File: src/verilog/mcuie_consts.svh
`ifndef MCUIE_CONSTS_SVH
`define MCUIE_CONSTS_SVH

// ----------------------------------------------------------------------
// Register byte offsets and file window address bit on the AHB-Lite slave
// ----------------------------------------------------------------------
`define MCUIE_OFS_INSTR      10'h000
`define MCUIE_OFS_ACC        10'h004
`define MCUIE_OFS_STATUS     10'h008
`define MCUIE_OFS_PC         10'h00C
`define MCUIE_OFS_PAGE       10'h010
`define MCUIE_OFS_STACK      10'h014
`define MCUIE_OFS_WDT        10'h018
`define MCUIE_OFS_WKT        10'h01C
`define MCUIE_FILE_WIN_BIT   9

// ----------------------------------------------------------------------
// Status register bit positions
// ----------------------------------------------------------------------
`define MCUIE_ST_ZERO        0
`define MCUIE_ST_TIMEOUT     1
`define MCUIE_ST_PWRDOWN     2
`define MCUIE_ST_BANK0       3
`define MCUIE_ST_BUSY        4

// ----------------------------------------------------------------------
// Instruction fields and opcodes
// ----------------------------------------------------------------------
`define MCUIE_DEST_BIT       7
`define MCUIE_PAGE_HI        4
`define MCUIE_PAGE_LO        3
`define MCUIE_GRP_BYTE       2'h0
`define MCUIE_GRP_LIT        2'h1
`define MCUIE_GRP_JUMP       2'h2
`define MCUIE_GRP_BIT        2'h3
`define MCUIE_OP_MOVE_ACC    4'h0
`define MCUIE_OP_CLEAR       4'h1
`define MCUIE_OP_DEC         4'h3
`define MCUIE_OP_OR          4'h4
`define MCUIE_OP_AND         4'h5
`define MCUIE_OP_MOVE_FILE   4'h8
`define MCUIE_OP_COMPL       4'h9
`define MCUIE_OP_INC         4'hA
`define MCUIE_OP_DEC_SKIP    4'hB
`define MCUIE_OP_INC_SKIP    4'hF
`define MCUIE_OP_LOAD_LIT    4'h9
`define MCUIE_OP_OR_LIT      4'hA
`define MCUIE_BIT_CLEAR      2'h0
`define MCUIE_BIT_SET        2'h1
`define MCUIE_BIT_TEST_ZERO  2'h2
`define MCUIE_BIT_TEST_ONE   2'h3
`define MCUIE_CLEAR_ACC_WORD 14'h0140
`define MCUIE_WD_CLEAR_WORD  14'h1E04

// ----------------------------------------------------------------------
// Reset values, watchdog wrap compare value and bus response code
// ----------------------------------------------------------------------
`define MCUIE_RST_TIMEOUT    1'b1
`define MCUIE_RST_PWRDOWN    1'b1
`define MCUIE_WDT_MAX        16'hFFFF
`define MCUIE_RESP_OKAY      1'b0

`endif

File: src/verilog/mcuie_pkg.sv
package mcuie_pkg;

  // Execution sequencer states
  typedef enum logic [1:0] {
    ST_IDLE,
    ST_EXEC,
    ST_SECOND
  } mcuie_state_t;

  typedef logic [13:0] mcuie_word_t;
  typedef logic [7:0]  mcuie_byte_t;

endpackage : mcuie_pkg

File: src/verilog/mcuie_alu_if.sv
`timescale 1ns/1ps

// Decode request and result between the core and its decoder
interface mcuie_alu_if;
  mcuie_pkg::mcuie_word_t instr;
  mcuie_pkg::mcuie_byte_t acc;
  mcuie_pkg::mcuie_byte_t fval;
  mcuie_pkg::mcuie_byte_t result;
  logic                   to_acc;
  logic                   to_file;
  logic                   zero_upd;
  logic                   skip;
  logic                   is_call;
  logic                   is_branch;
  logic                   is_wd_clear;

  modport core (output instr, acc, fval,
                input  result, to_acc, to_file, zero_upd, skip,
                       is_call, is_branch, is_wd_clear);
  modport alu  (input  instr, acc, fval,
                output result, to_acc, to_file, zero_upd, skip,
                       is_call, is_branch, is_wd_clear);
endinterface : mcuie_alu_if

File: src/verilog/mcuie_alu.sv
`timescale 1ns/1ps
`include "mcuie_consts.svh"

module mcuie_alu (
  mcuie_alu_if.alu bus
);

  logic       dsel;
  logic [2:0] bsel;
  logic [7:0] bmask;

  assign dsel  = bus.instr[`MCUIE_DEST_BIT];
  assign bsel  = bus.instr[9:7];
  assign bmask = 8'h01 << bsel;

  // Pure decode: the core alone commits results
  always_comb begin
    bus.result      = 8'h00;
    bus.to_acc      = 1'b0;
    bus.to_file     = 1'b0;
    bus.zero_upd    = 1'b0;
    bus.skip        = 1'b0;
    bus.is_call     = 1'b0;
    bus.is_branch   = 1'b0;
    bus.is_wd_clear = 1'b0;
    unique case (bus.instr[13:12])
      `MCUIE_GRP_BYTE: begin
        bus.to_acc   = !dsel;
        bus.to_file  = dsel;
        bus.zero_upd = 1'b1;
        case (bus.instr[11:8])
          `MCUIE_OP_AND:       bus.result = bus.acc & bus.fval;
          `MCUIE_OP_COMPL:     bus.result = ~bus.fval;
          `MCUIE_OP_DEC:       bus.result = bus.fval - 8'h01;
          `MCUIE_OP_INC:       bus.result = bus.fval + 8'h01;
          `MCUIE_OP_OR:        bus.result = bus.acc | bus.fval;
          `MCUIE_OP_MOVE_FILE: bus.result = bus.fval;
          `MCUIE_OP_DEC_SKIP: begin
            bus.result   = bus.fval - 8'h01;
            bus.skip     = (bus.result == 8'h00);
            bus.zero_upd = 1'b0;
          end
          `MCUIE_OP_INC_SKIP: begin
            bus.result   = bus.fval + 8'h01;
            bus.skip     = (bus.result == 8'h00);
            bus.zero_upd = 1'b0;
          end
          `MCUIE_OP_CLEAR: begin
            // Clear-file when d is set, otherwise only the exact word
            bus.result   = 8'h00;
            bus.to_acc   = (bus.instr == `MCUIE_CLEAR_ACC_WORD);
            bus.zero_upd = dsel || bus.to_acc;
          end
          `MCUIE_OP_MOVE_ACC: begin
            bus.result   = bus.acc;
            bus.to_acc   = 1'b0;
            bus.zero_upd = 1'b0;
          end
          default: begin
            // Codes outside this block's set behave as a no-op
            bus.to_acc   = 1'b0;
            bus.to_file  = 1'b0;
            bus.zero_upd = 1'b0;
          end
        endcase
      end
      `MCUIE_GRP_LIT: begin
        if (bus.instr[11:8] == `MCUIE_OP_OR_LIT) begin
          bus.result   = bus.acc | bus.instr[7:0];
          bus.to_acc   = 1'b1;
          bus.zero_upd = 1'b1;
        end else if (bus.instr[11:8] == `MCUIE_OP_LOAD_LIT) begin
          bus.result = bus.instr[7:0];
          bus.to_acc = 1'b1;
        end
        bus.is_wd_clear = (bus.instr == `MCUIE_WD_CLEAR_WORD);
      end
      `MCUIE_GRP_JUMP: begin
        bus.is_call   = !bus.instr[11];
        bus.is_branch = bus.instr[11];
      end
      `MCUIE_GRP_BIT: begin
        unique case (bus.instr[11:10])
          `MCUIE_BIT_CLEAR: begin
            bus.result  = bus.fval & ~bmask;
            bus.to_file = 1'b1;
          end
          `MCUIE_BIT_SET: begin
            bus.result  = bus.fval | bmask;
            bus.to_file = 1'b1;
          end
          `MCUIE_BIT_TEST_ZERO: bus.skip = !bus.fval[bsel];
          `MCUIE_BIT_TEST_ONE:  bus.skip = bus.fval[bsel];
        endcase
      end
    endcase
  end

endmodule : mcuie_alu

File: src/verilog/mcuie_core.sv
`timescale 1ns/1ps
`include "mcuie_consts.svh"

// How it works
// - AND accumulator with file, to chosen destination
// - Bit clear in one cycle, flags kept
// - Bit set in one cycle, flags kept
// - Skip next when tested bit is zero
// - Skip next when tested bit is one
// - Call pushes return address, loads page and target
// - Branch loads page and target, stack untouched
// - Clear file writes zero, sets zero flag
// - Clear accumulator writes zero, sets zero flag
// - Watchdog clear with bank bit low zeroes both timers, updates flags
// - Complement file to chosen destination
// - Decrement and skip when result is zero
// - Increment file with wrap, zero flag updated
// - Increment and skip when result is zero
// - OR literal into accumulator, zero flag updated
// - OR accumulator with file to destination
// - Load literal into accumulator, flags kept
// - Copy accumulator into file register, flags kept
// - Seven-bit file address, three-bit bit index
// - Destination bit zero accumulator, one file
module mcuie_core (
  input  wire logic        hclk,
  input  wire logic        hresetn,
  input  wire logic        hsel,
  input  wire logic [31:0] haddr,
  input  wire logic [1:0]  htrans,
  input  wire logic        hwrite,
  input  wire logic [2:0]  hsize,
  input  wire logic [31:0] hwdata,
  input  wire logic        hready,
  output logic      [31:0] hrdata,
  output logic             hreadyout,
  output logic             hresp
);

  // --------------------------------------------------------------------
  // Storage and state
  // --------------------------------------------------------------------
  mcuie_pkg::mcuie_state_t state_q;
  mcuie_pkg::mcuie_word_t  instr_q;
  mcuie_pkg::mcuie_byte_t  acc_q;
  mcuie_pkg::mcuie_byte_t  file_mem [0:127];
  logic [12:0]             stack_mem [0:7];
  logic [12:0]             pc_q;
  logic [7:0]              page_q;
  logic [2:0]              sp_q;
  logic                    zero_q;
  logic                    timeout_q;
  logic                    powerdown_q;
  logic                    bank0_q;
  logic [15:0]             wdt_q;
  logic [15:0]             wkt_q;
  logic [9:0]              addr_q;
  logic                    map_q;
  logic                    wr_q;
  logic                    pend_q;
  logic                    hreadyout_q;
  logic                    hresp_q;
  logic [31:0]             hrdata_q;
  logic [31:0]             rd_d;
  logic [6:0]              f_addr;
  logic [2:0]              b_sel;
  logic                    exec;
  logic                    accept;
  logic                    done;
  logic                    bus_wr;
  logic                    file_win;
  logic                    wd_clear;
  logic [12:0]             stack_top;

  mcuie_alu_if alu_bus ();

  mcuie_alu u_alu (
    .bus (alu_bus)
  );

  // --------------------------------------------------------------------
  // Decoder hookup
  // --------------------------------------------------------------------
  assign f_addr          = instr_q[6:0];
  assign b_sel           = instr_q[9:7];
  assign alu_bus.instr   = instr_q;
  assign alu_bus.acc     = acc_q;
  assign alu_bus.fval    = file_mem[f_addr];
  assign exec            = (state_q == mcuie_pkg::ST_EXEC);
  assign stack_top       = stack_mem[sp_q - 3'h1];

  // Watchdog clear with bank bit set is illegal; it is dropped as a no-op
  assign wd_clear = exec && alu_bus.is_wd_clear && !bank0_q;

  // --------------------------------------------------------------------
  // AHB-Lite slave
  // --------------------------------------------------------------------
  assign accept   = hsel && htrans[1] && hready;
  // Data phase completes only when the core is idle, so software never
  // touches state that an instruction is still updating
  assign done     = pend_q && (state_q == mcuie_pkg::ST_IDLE);
  assign bus_wr   = done && wr_q && map_q;
  assign file_win = addr_q[`MCUIE_FILE_WIN_BIT];

  // Address phase capture and wait-state generation
  always_ff @(posedge hclk or negedge hresetn) begin
    if (!hresetn) begin
      pend_q      <= 1'b0;
      addr_q      <= 10'h000;
      map_q       <= 1'b0;
      wr_q        <= 1'b0;
      hreadyout_q <= 1'b1;
    end else if (accept) begin
      pend_q      <= 1'b1;
      addr_q      <= haddr[9:0];
      // Anything above the file window, or not a word, is unmapped
      map_q       <= (haddr[31:10] == 22'h000000) && (hsize == 3'h2);
      wr_q        <= hwrite;
      hreadyout_q <= 1'b0;
    end else if (done) begin
      pend_q      <= 1'b0;
      hreadyout_q <= 1'b1;
    end
  end

  // Read mux; unmapped and reserved bits read as zero
  always_comb begin
    rd_d = 32'h00000000;
    if (map_q && file_win) begin
      rd_d[7:0] = file_mem[addr_q[8:2]];
    end else if (map_q) begin
      case (addr_q)
        `MCUIE_OFS_INSTR:  rd_d[13:0] = instr_q;
        `MCUIE_OFS_ACC:    rd_d[7:0]  = acc_q;
        `MCUIE_OFS_STATUS: begin
          rd_d[`MCUIE_ST_ZERO]    = zero_q;
          rd_d[`MCUIE_ST_TIMEOUT] = timeout_q;
          rd_d[`MCUIE_ST_PWRDOWN] = powerdown_q;
          rd_d[`MCUIE_ST_BANK0]   = bank0_q;
          rd_d[`MCUIE_ST_BUSY]    = (state_q != mcuie_pkg::ST_IDLE);
        end
        `MCUIE_OFS_PC:     rd_d[12:0] = pc_q;
        `MCUIE_OFS_PAGE:   rd_d[7:0]  = page_q;
        `MCUIE_OFS_STACK:  rd_d[12:0] = stack_top;
        `MCUIE_OFS_WDT:    rd_d[15:0] = wdt_q;
        `MCUIE_OFS_WKT:    rd_d[15:0] = wkt_q;
        default:           rd_d       = 32'h00000000;
      endcase
    end
  end

  // Read data and response are registered; writes return zero
  always_ff @(posedge hclk or negedge hresetn) begin
    if (!hresetn) begin
      hrdata_q <= 32'h00000000;
      hresp_q  <= `MCUIE_RESP_OKAY;
    end else begin
      hresp_q <= `MCUIE_RESP_OKAY;
      if (done) begin
        hrdata_q <= wr_q ? 32'h00000000 : rd_d;
      end
    end
  end

  assign hrdata    = hrdata_q;
  assign hreadyout = hreadyout_q;
  assign hresp     = hresp_q;

  // --------------------------------------------------------------------
  // Execution sequencer
  // --------------------------------------------------------------------
  // A write to the instruction register launches one instruction; jumps
  // and taken skips spend a second, empty cycle
  always_ff @(posedge hclk or negedge hresetn) begin
    if (!hresetn) begin
      state_q <= mcuie_pkg::ST_IDLE;
      instr_q <= 14'h0000;
    end else begin
      unique case (state_q)
        mcuie_pkg::ST_IDLE: begin
          if (bus_wr && !file_win && addr_q == `MCUIE_OFS_INSTR) begin
            instr_q <= hwdata[13:0];
            state_q <= mcuie_pkg::ST_EXEC;
          end
        end
        mcuie_pkg::ST_EXEC: begin
          if (alu_bus.skip || alu_bus.is_call || alu_bus.is_branch) begin
            state_q <= mcuie_pkg::ST_SECOND;
          end else begin
            state_q <= mcuie_pkg::ST_IDLE;
          end
        end
        mcuie_pkg::ST_SECOND: state_q <= mcuie_pkg::ST_IDLE;
      endcase
    end
  end

  // --------------------------------------------------------------------
  // Architectural state
  // --------------------------------------------------------------------
  // Accumulator
  always_ff @(posedge hclk or negedge hresetn) begin
    if (!hresetn) begin
      acc_q <= 8'h00;
    end else if (exec && alu_bus.to_acc) begin
      acc_q <= alu_bus.result;
    end else if (bus_wr && !file_win && addr_q == `MCUIE_OFS_ACC) begin
      acc_q <= hwdata[7:0];
    end
  end

  // Zero flag follows the result only for instructions that update it
  always_ff @(posedge hclk or negedge hresetn) begin
    if (!hresetn) begin
      zero_q <= 1'b0;
    end else if (exec && alu_bus.zero_upd) begin
      zero_q <= (alu_bus.result == 8'h00);
    end else if (bus_wr && !file_win && addr_q == `MCUIE_OFS_STATUS) begin
      zero_q <= hwdata[`MCUIE_ST_ZERO];
    end
  end

  // Bank select bit, software owned
  always_ff @(posedge hclk or negedge hresetn) begin
    if (!hresetn) begin
      bank0_q <= 1'b0;
    end else if (bus_wr && !file_win && addr_q == `MCUIE_OFS_STATUS) begin
      bank0_q <= hwdata[`MCUIE_ST_BANK0];
    end
  end

  // File registers; no reset, contents are undefined at power-up
  always_ff @(posedge hclk) begin
    if (exec && alu_bus.to_file) begin
      file_mem[f_addr] <= alu_bus.result;
    end else if (bus_wr && file_win) begin
      file_mem[addr_q[8:2]] <= hwdata[7:0];
    end
  end

  // Page latch
  always_ff @(posedge hclk or negedge hresetn) begin
    if (!hresetn) begin
      page_q <= 8'h00;
    end else if (bus_wr && !file_win && addr_q == `MCUIE_OFS_PAGE) begin
      page_q <= hwdata[7:0];
    end
  end

  // Program counter: taken skips step over the next word
  always_ff @(posedge hclk or negedge hresetn) begin
    if (!hresetn) begin
      pc_q <= 13'h0000;
    end else if (exec) begin
      if (alu_bus.is_call || alu_bus.is_branch) begin
        pc_q <= {page_q[`MCUIE_PAGE_HI:`MCUIE_PAGE_LO],
                 instr_q[10:0]};
      end else if (alu_bus.skip) begin
        pc_q <= pc_q + 13'h0002;
      end else begin
        pc_q <= pc_q + 13'h0001;
      end
    end else if (bus_wr && !file_win && addr_q == `MCUIE_OFS_PC) begin
      pc_q <= hwdata[12:0];
    end
  end

  // Return stack: circular, the oldest entry is overwritten on overflow
  always_ff @(posedge hclk or negedge hresetn) begin
    if (!hresetn) begin
      sp_q <= 3'h0;
    end else if (exec && alu_bus.is_call) begin
      sp_q <= sp_q + 3'h1;
    end
  end

  always_ff @(posedge hclk) begin
    if (exec && alu_bus.is_call) begin
      stack_mem[sp_q] <= pc_q + 13'h0001;
    end
  end

  // Watchdog and wake-up counters run freely until cleared
  always_ff @(posedge hclk or negedge hresetn) begin
    if (!hresetn) begin
      wdt_q <= 16'h0000;
      wkt_q <= 16'h0000;
    end else if (wd_clear) begin
      wdt_q <= 16'h0000;
      wkt_q <= 16'h0000;
    end else begin
      wdt_q <= wdt_q + 16'h0001;
      wkt_q <= wkt_q + 16'h0001;
    end
  end

  // Time-out flag drops when the watchdog wraps; a clear re-arms both
  always_ff @(posedge hclk or negedge hresetn) begin
    if (!hresetn) begin
      timeout_q   <= `MCUIE_RST_TIMEOUT;
      powerdown_q <= `MCUIE_RST_PWRDOWN;
    end else if (wd_clear) begin
      timeout_q   <= 1'b1;
      powerdown_q <= 1'b1;
    end else if (wdt_q == `MCUIE_WDT_MAX) begin
      timeout_q   <= 1'b0;
    end
  end
endmodule : mcuie_core

File: config.mk
export PLATFORM = sky130hd
export DESIGN_NAME = mcuie_core
export DESIGN_NICKNAME = d
export VERILOG_FILES = /design/src/verilog/mcuie_pkg.sv /design/src/verilog/mcuie_alu_if.sv /design/src/verilog/mcuie_alu.sv /design/src/verilog/mcuie_core.sv
export VERILOG_INCLUDE_DIRS = /design/src /design/src/verilog
export SDC_FILE = /design/constraint.sdc
export NUM_CORES = 2
export LEC_CHECK = 0
export BUFFER_PORTS_ARGS = -buffer_cell sky130_fd_sc_hd__buf_2
export CAP_MARGIN = 20
export CELL_PAD_IN_SITES_DETAIL_PLACEMENT = 1
export CELL_PAD_IN_SITES_GLOBAL_PLACEMENT = 2
export CORE_UTILIZATION = 53
export CTS_CLUSTER_DIAMETER = 30
export DETAILED_ROUTE_END_ITERATION = 10
export GPL_TIMING_DRIVEN = 0
export PLACE_DENSITY = 0.86
export REMOVE_ABC_BUFFERS = 1
export SYNTH_ARGS = -nofsm -noshare
export SYNTH_HDL_FRONTEND = slang
export SYNTH_HIERARCHICAL = 1
export SYNTH_SLANG_ARGS = --single-unit
export TNS_END_PERCENT = 50
File: constraint.sdc
create_clock -name hclk -period 11.4 [get_ports hclk]
set_clock_uncertainty 0.05 [all_clocks]
set_input_delay 0.57 -clock hclk [delete_from_list [all_inputs] [get_ports hclk]]
set_output_delay 0.57 -clock hclk [all_outputs]
set_load 0.05 [all_outputs]
# Word level (Yosys, flattened, before mapping)
# Memories as Yosys holds them, arrays and structs flattened.
# Index checks and enable logic that the tools add are counted.
# Widths: inputs -> output; s select.
[classes] n_addsub=8 div_mod_pow=0 n_eq_ne=29 magnitude_cmp=1 bitwise=7 shifts=1 multipliers=0 mux=61 reduce_logical=52
[op_table] cell="$pmux 8 s7" n=1
[op_table] cell="$mux 13" n=4
[op_table] cell="$mux 16" n=3
[op_table] cell="$mux 8" n=6
[op_table] cell="$eq 10x5->1 const B" n=4
[op_table] cell="$pmux 5 s8" n=1
[op_table] cell="$add 16x1->16 const B" n=2
[op_table] cell="$mux 32" n=1
[op_table] cell="$mux 1" n=25
[op_table] cell="$pmux 5 s5" n=1
[op_table] cell="$logic_not 8->1" n=3
[op_table] cell="$mux 24" n=1
[op_table] cell="$or 8x8->8" n=3
[op_table] cell="$pmux 8 s3" n=1
[op_table] cell="$logic_not 22->1" n=1
[op_table] cell="$pmux 3 s7" n=1
[op_table] cell="$eq 10x4->1 const B" n=2
[op_table] cell="$eq 4x4->1 const B" n=5
[op_table] cell="$logic_and 1x1->1" n=20
[op_table] cell="$and 8x8->8" n=2
[op_table] cell="$eq 16x16->1 const B" n=1
[op_table] cell="$not 8->8" n=2
[op_table] cell="$pmux 1 s2" n=8
[op_table] cell="$pmux 8 s2" n=1
[op_table] cell="other kinds (35)" n=60
[word_totals] word_cells=178 mem_bits_rw=1128 register_bits=129 output_inout_bits=34 latchBits=0 input_bits=74 rom_bits=0 memories=2
[mem_list] memory="file_mem" words=128 word_bits=8 rd=2 rd_clocked_by_memory_dff=0 wr=1 line="mcuie_core.sv:46" source="mcuie_pkg::mcuie_byte_t file_mem [0:127];"
[mem_list] memory="stack_mem" words=8 word_bits=13 rd=1 rd_clocked_by_memory_dff=0 wr=1 line="mcuie_core.sv:47" source="logic [12:0] stack_mem [0:7];"

# Depth between registers and ports, before layout
[logic_depth] word_depth=10 depth_mapped=24

# Modules after synthesis
# The synthesis kept the hierarchy.
[by_module_without_submodules] mod="mcuie_core" area_each_um2=58107.0 cells_per_inst=3119 n_inst=1 seq_area_each_um2=36702.7
[by_module_without_submodules] mod="mcuie_alu" area_each_um2=1557.7 cells_per_inst=248 n_inst=1 seq_area_each_um2=0.0

# Worst setup path before layout
# Ideal clock, no wire load.
[synth_timing] path_type="register to register" start="reg instr_q[0] (netlist: alu_bus.instr[0])" end="mem file_mem[0][6] (netlist bit), data pin" synth_period_minus_slack_ps=5325 setup_slack_ps=6075 path_buffers=5 setup_time_ps=378 arrival_ps=4897 path_stages_with_launch=20 path_cell_list="dfrtp_1 buf_2 buf_6 buf_2 buf_2 mux4_2 mux4_2 mux2i_1 a22oi_1 o21a_1 buf_2 inv_1 ha_1 nor3b_1 nand2_1 xnor2_1 a222oi_1 nand2b_1 a21oi_1 mux2_2"
[synth_via] elab_chain_len=5 word_cells_on_any_way=12
[synth_rtl] item="start: declaration" line="mcuie_core.sv:44" source="mcuie_pkg::mcuie_word_t instr_q;"
[synth_rtl] item="start signal: assignment" line="mcuie_core.sv:182" source="instr_q <= hwdata[13:0];"
[synth_rtl] item="$mem_v2 128x8 (*)"
[synth_rtl] item="named net alu_bus.fval[1]" line="mcuie_alu_if.sv:7" source="mcuie_pkg::mcuie_byte_t fval;"
[synth_rtl] item="$add 8x1->8 or $sub 8x1->8 (tied branches)"
[synth_rtl] item="$pmux 8 s7 (*)" line="mcuie_alu.sv:31" source="case (bus.instr[11:8])"
[synth_rtl] item="$pmux 8 s3 (*)" line="mcuie_alu.sv:26" source="unique case (bus.instr[13:12])"
[synth_rtl] item="named net alu_bus.result[6]" line="mcuie_alu_if.sv:8" source="mcuie_pkg::mcuie_byte_t result;"
[synth_rtl] item="$mux 8 (no line) (*)"
[synth_rtl] item="end: declaration" line="mcuie_core.sv:46"
# Mark *: on every way through the listed nets, which the timed path passes. The rest lies on a longest branch.

# Worst setup path in the final report
[layout_timing] start="reg instr_q[0] (netlist: alu_bus.instr[0])" end="mem file_mem[54][6] (netlist bit), data pin"
# The elaborated chain is that of the path after synthesis.

==> results.toml <==
[timing]
setup_ws_ps = 3956
relSlewSlack_pct = 7.598
fin_crit_ps = 7444
max_freq_ghz = 0.1343
rsz0062_at_grt = "false"
worstMarginPinSlew_ps = 1380
setup_viol = 0
hold_violations = 0
fin_crit_sh_pct = 65.30
drv_slew = 0

[yosys]
synth_top_area_share_pct = 56.77
yosysUniqueCellTypes = 81
synth_top_cell_by_area = "edfxtp_1"
synth_edf_count = 1128
synth_ff_type = "edfxtp_1"
avgSynthCellArea_um2 = 17.72
syn_inst = 3367
syn_area_um2 = 59660
yosysWarnings = 6
ys_seq_elements = 1241
yosysSeqAreaShare_pct = 61.51
ys_top_cells_by_area = "edfxtp_1 (57%), mux4_2 (23%), dfrtp_1 (4.7%)"
async_flop_share_pct = 9.106

[layout]
final_cell_mix = "edfxtp_1 (1128), mux4_2 (604), clkbuf_16 (291), nor2_1 (232), nand2_1 (133)"
stdcell_area_um2 = 72020
drive_gt1_share_pct = 33.43
mostFrequentLayoutCell = "edfxtp_1"
fin_util_pct = 64.81
nNetsFinal = 3679
fill_cells = 9276
area_delta_synth_final_pct = 20.71

[clocking]
cts.repair.resized = 0
cts-root-buf = "clkbuf_16"
clock_path_buffers = 4
insertion_delay_ps = 890
cts_sinks = 1241
post_cts_buffers = 0
cts_made_buffers = 284
cts_tree = "done"
htreeDepth = 5
path_clk_slew_ps = 40
cts_hold_buf = 22

[routing]
drt_iter0_drc = 5664
route.antenna.remaining_nets = 0
vias = 38432
first_pass_iters = 6
routed_via_density = 7.272
wire_per_inst_um = 38.44
routed_wl_um = 203100
drc_errors = 1

[power]
switching_share_pct = 25.27
switching_power_mw = 3.768
p_int_mw = 11.14
p_seq_share_pct = 34.4
total_leakage_power_nw = 24.30
p_clk_share_pct = 54.0
vdd_ir_drop_max_v = 0.0001585
p_comb_share_pct = 11.6
p_per_area_nw_per_um2 = 207.0

[floorplanning]
core_area_um2 = 111100
row_count = 122
die_x_um = 337.5
start_util_pct = 53.69
die_area_um2 = 113900
io_pins = 108
die_h_um = 337.5

[placement]
dpl_cell_area_um2 = 62140
dpl.hpwl_um = 120600
place_ws_ps = 4132
place.gp.congestion = 0.8615
portBuffers = 71

[critical_path]
endpoint_kind = "register"
worstSetupPathType = "reg2reg"
critPathRequiredTime_ps = 11960
crit_fanout = 65
worstPathArrival_ps = 8000
critPathLaunchType = "register"

[grt]
use_met2_pct = 57.40
grt_max_degree = 102
met3_usage_pct = 8.432
busiest_layer = "met2"
antenna_found_initial = 6
grt_first_pass_wirelength_um = 293100
grt_usage_pct = 36.21
overflow = 0
grt_pass1_vias = 40744
met1_usage_pct = 47.26

[status]
outcome = "finished with violations"
failed_checks = "design-rule violations"

[run]
max_cap_violations = 0

[hold_path]
hold_class = "in2reg"
-- final cells by class --
| class | count | area, µm² | area share [%] |
|---|---|---|---|
| sequential | 1241 | 36730 | 51.00 |
| multi-input combinational | 1847 | 21670 | 30.09 |
| clock buffer | 327 | 7477 | 10.38 |
| timing repair buffer | 189 | 2369 | 3.289 |
| tap | 1488 | 1862 | 2.585 |
| clock inverter | 166 | 1810 | 2.514 |
| inverter | 26 | 102.6 | 0.1425 |
| antenna | 1 | 2.502 | 0.003474 |
-- stage by stage --
stage                     power (mW)  setup TNS (ps)  hold WS (ps)  cells
after floorplan                6.514        -3496820         224.4   3114
after global placement         7.303               -         417.1   4673
after detailed placement       6.851               0         428.6   4741
after CTS                      14.87               0         1.954   5256
after global routing           15.16               0         25.53   5284
final                          14.91               0         30.55   5285
-- cell usage after synthesis, types with 5 or more instances --
master        n
nor2b_1      17
o211ai_1      5
o31ai_1       9
mux2i_1     105
o21ai_1      29
nand2b_1     22
dfrtp_1     111
buf_1        36
nand4_1      26
nor3_1       13
a22oi_1      88
o22a_1        7
edfxtp_1   1128
or3_1        10
nor4_1       12
xor2_1       34
buf_6        10
buf_4        47
buf_2        71
inv_1        23
a31oi_1      13
maj3_1        5
mux2_1       28
a22o_1       13
ha_1         16
and2_1       12
o221ai_1     12
nor2_1      234
or4_1         5
a32oi_1       5
mux2_2       28
a2bb2oi_1     5
a21oi_1      85
clkbuf_1    105
a211oi_1     18
nand3_1      56
nand2_1     133
o22ai_1      24
and3_1        9
o21ai_0      37
xnor2_1      27
o21a_1        9
mux4_2      604
a221oi_1     11
nand3b_1      6
-- critical path: stages (launching register included) --
cell and delay (ps):
dfrtp_4 690, buf_16 280, buf_16 320, buf_16 330, buf_16 350, mux4_2 560, mux4_2 610, mux4_2 570
o21a_1 410, inv_1 200, ha_1 310, nor3b_1 380, nand2_1 120, xnor2_1 150, a222oi_1 90, nand2b_1 180
a21oi_1 340, mux2_4 670, buf_12 370
-- registers in the layout (all words and copies together), names as in the netlist, 10 cells and up --
register and flops:
addr_q 10, alu_bus.instr 14, file_mem 1024, hrdata 16, pc_q 13, stack_mem 104
wdt_q 16, wkt_q 16
-- final timing paths --
path	startpoint	to	slack, ps	depth (start not counted)
worst max-delay path	alu_bus.instr[0]	file_mem[54][6]	3960	18
worst max register to register	alu_bus.instr[0]	file_mem[54][6]	3960	18
worst min-delay path	hwdata[1]	page_q[1]	30	2
worst min register to register	hrdata[11]	hrdata[11]	440	2
min in group asynchronous	hresetn	sp_q[2]	340	2
max in group asynchronous	hresetn	hreadyout	10110	3
-- cell families after synthesis --
logic type               after synthesis  synth area share, %
AO/OA/AOI/OAI                        401                4.523
buffers and inverters                295                2.426
other                                  1             0.006285
flip-flops                          1241                61.51
adder cells (fa/ha/maj)               21               0.4194
XOR/XNOR                              61               0.8955
multiplexers                         765                25.62
AND/OR/NAND/NOR                      582                4.597
-- power by group through the flow --
stage                     Clock (mW)  Sequential, mW  Combinational, mW
final                           8.05            5.13               1.73
after global routing            8.25            5.13               1.78
after CTS                       8.05            5.14               1.67
after detailed placement           0            5.22               1.63
after global placement             0            5.47               1.83
after floorplan                    0            5.32               1.19
-- per-layer routing --
metal  routed length [µm]  up-vias
met5                   41        -
met2                98980     2913
met3                21130      617
li1                     -    14588
met1                72480    20308
met4                10510        6
(Power assumes the default switching activity.)
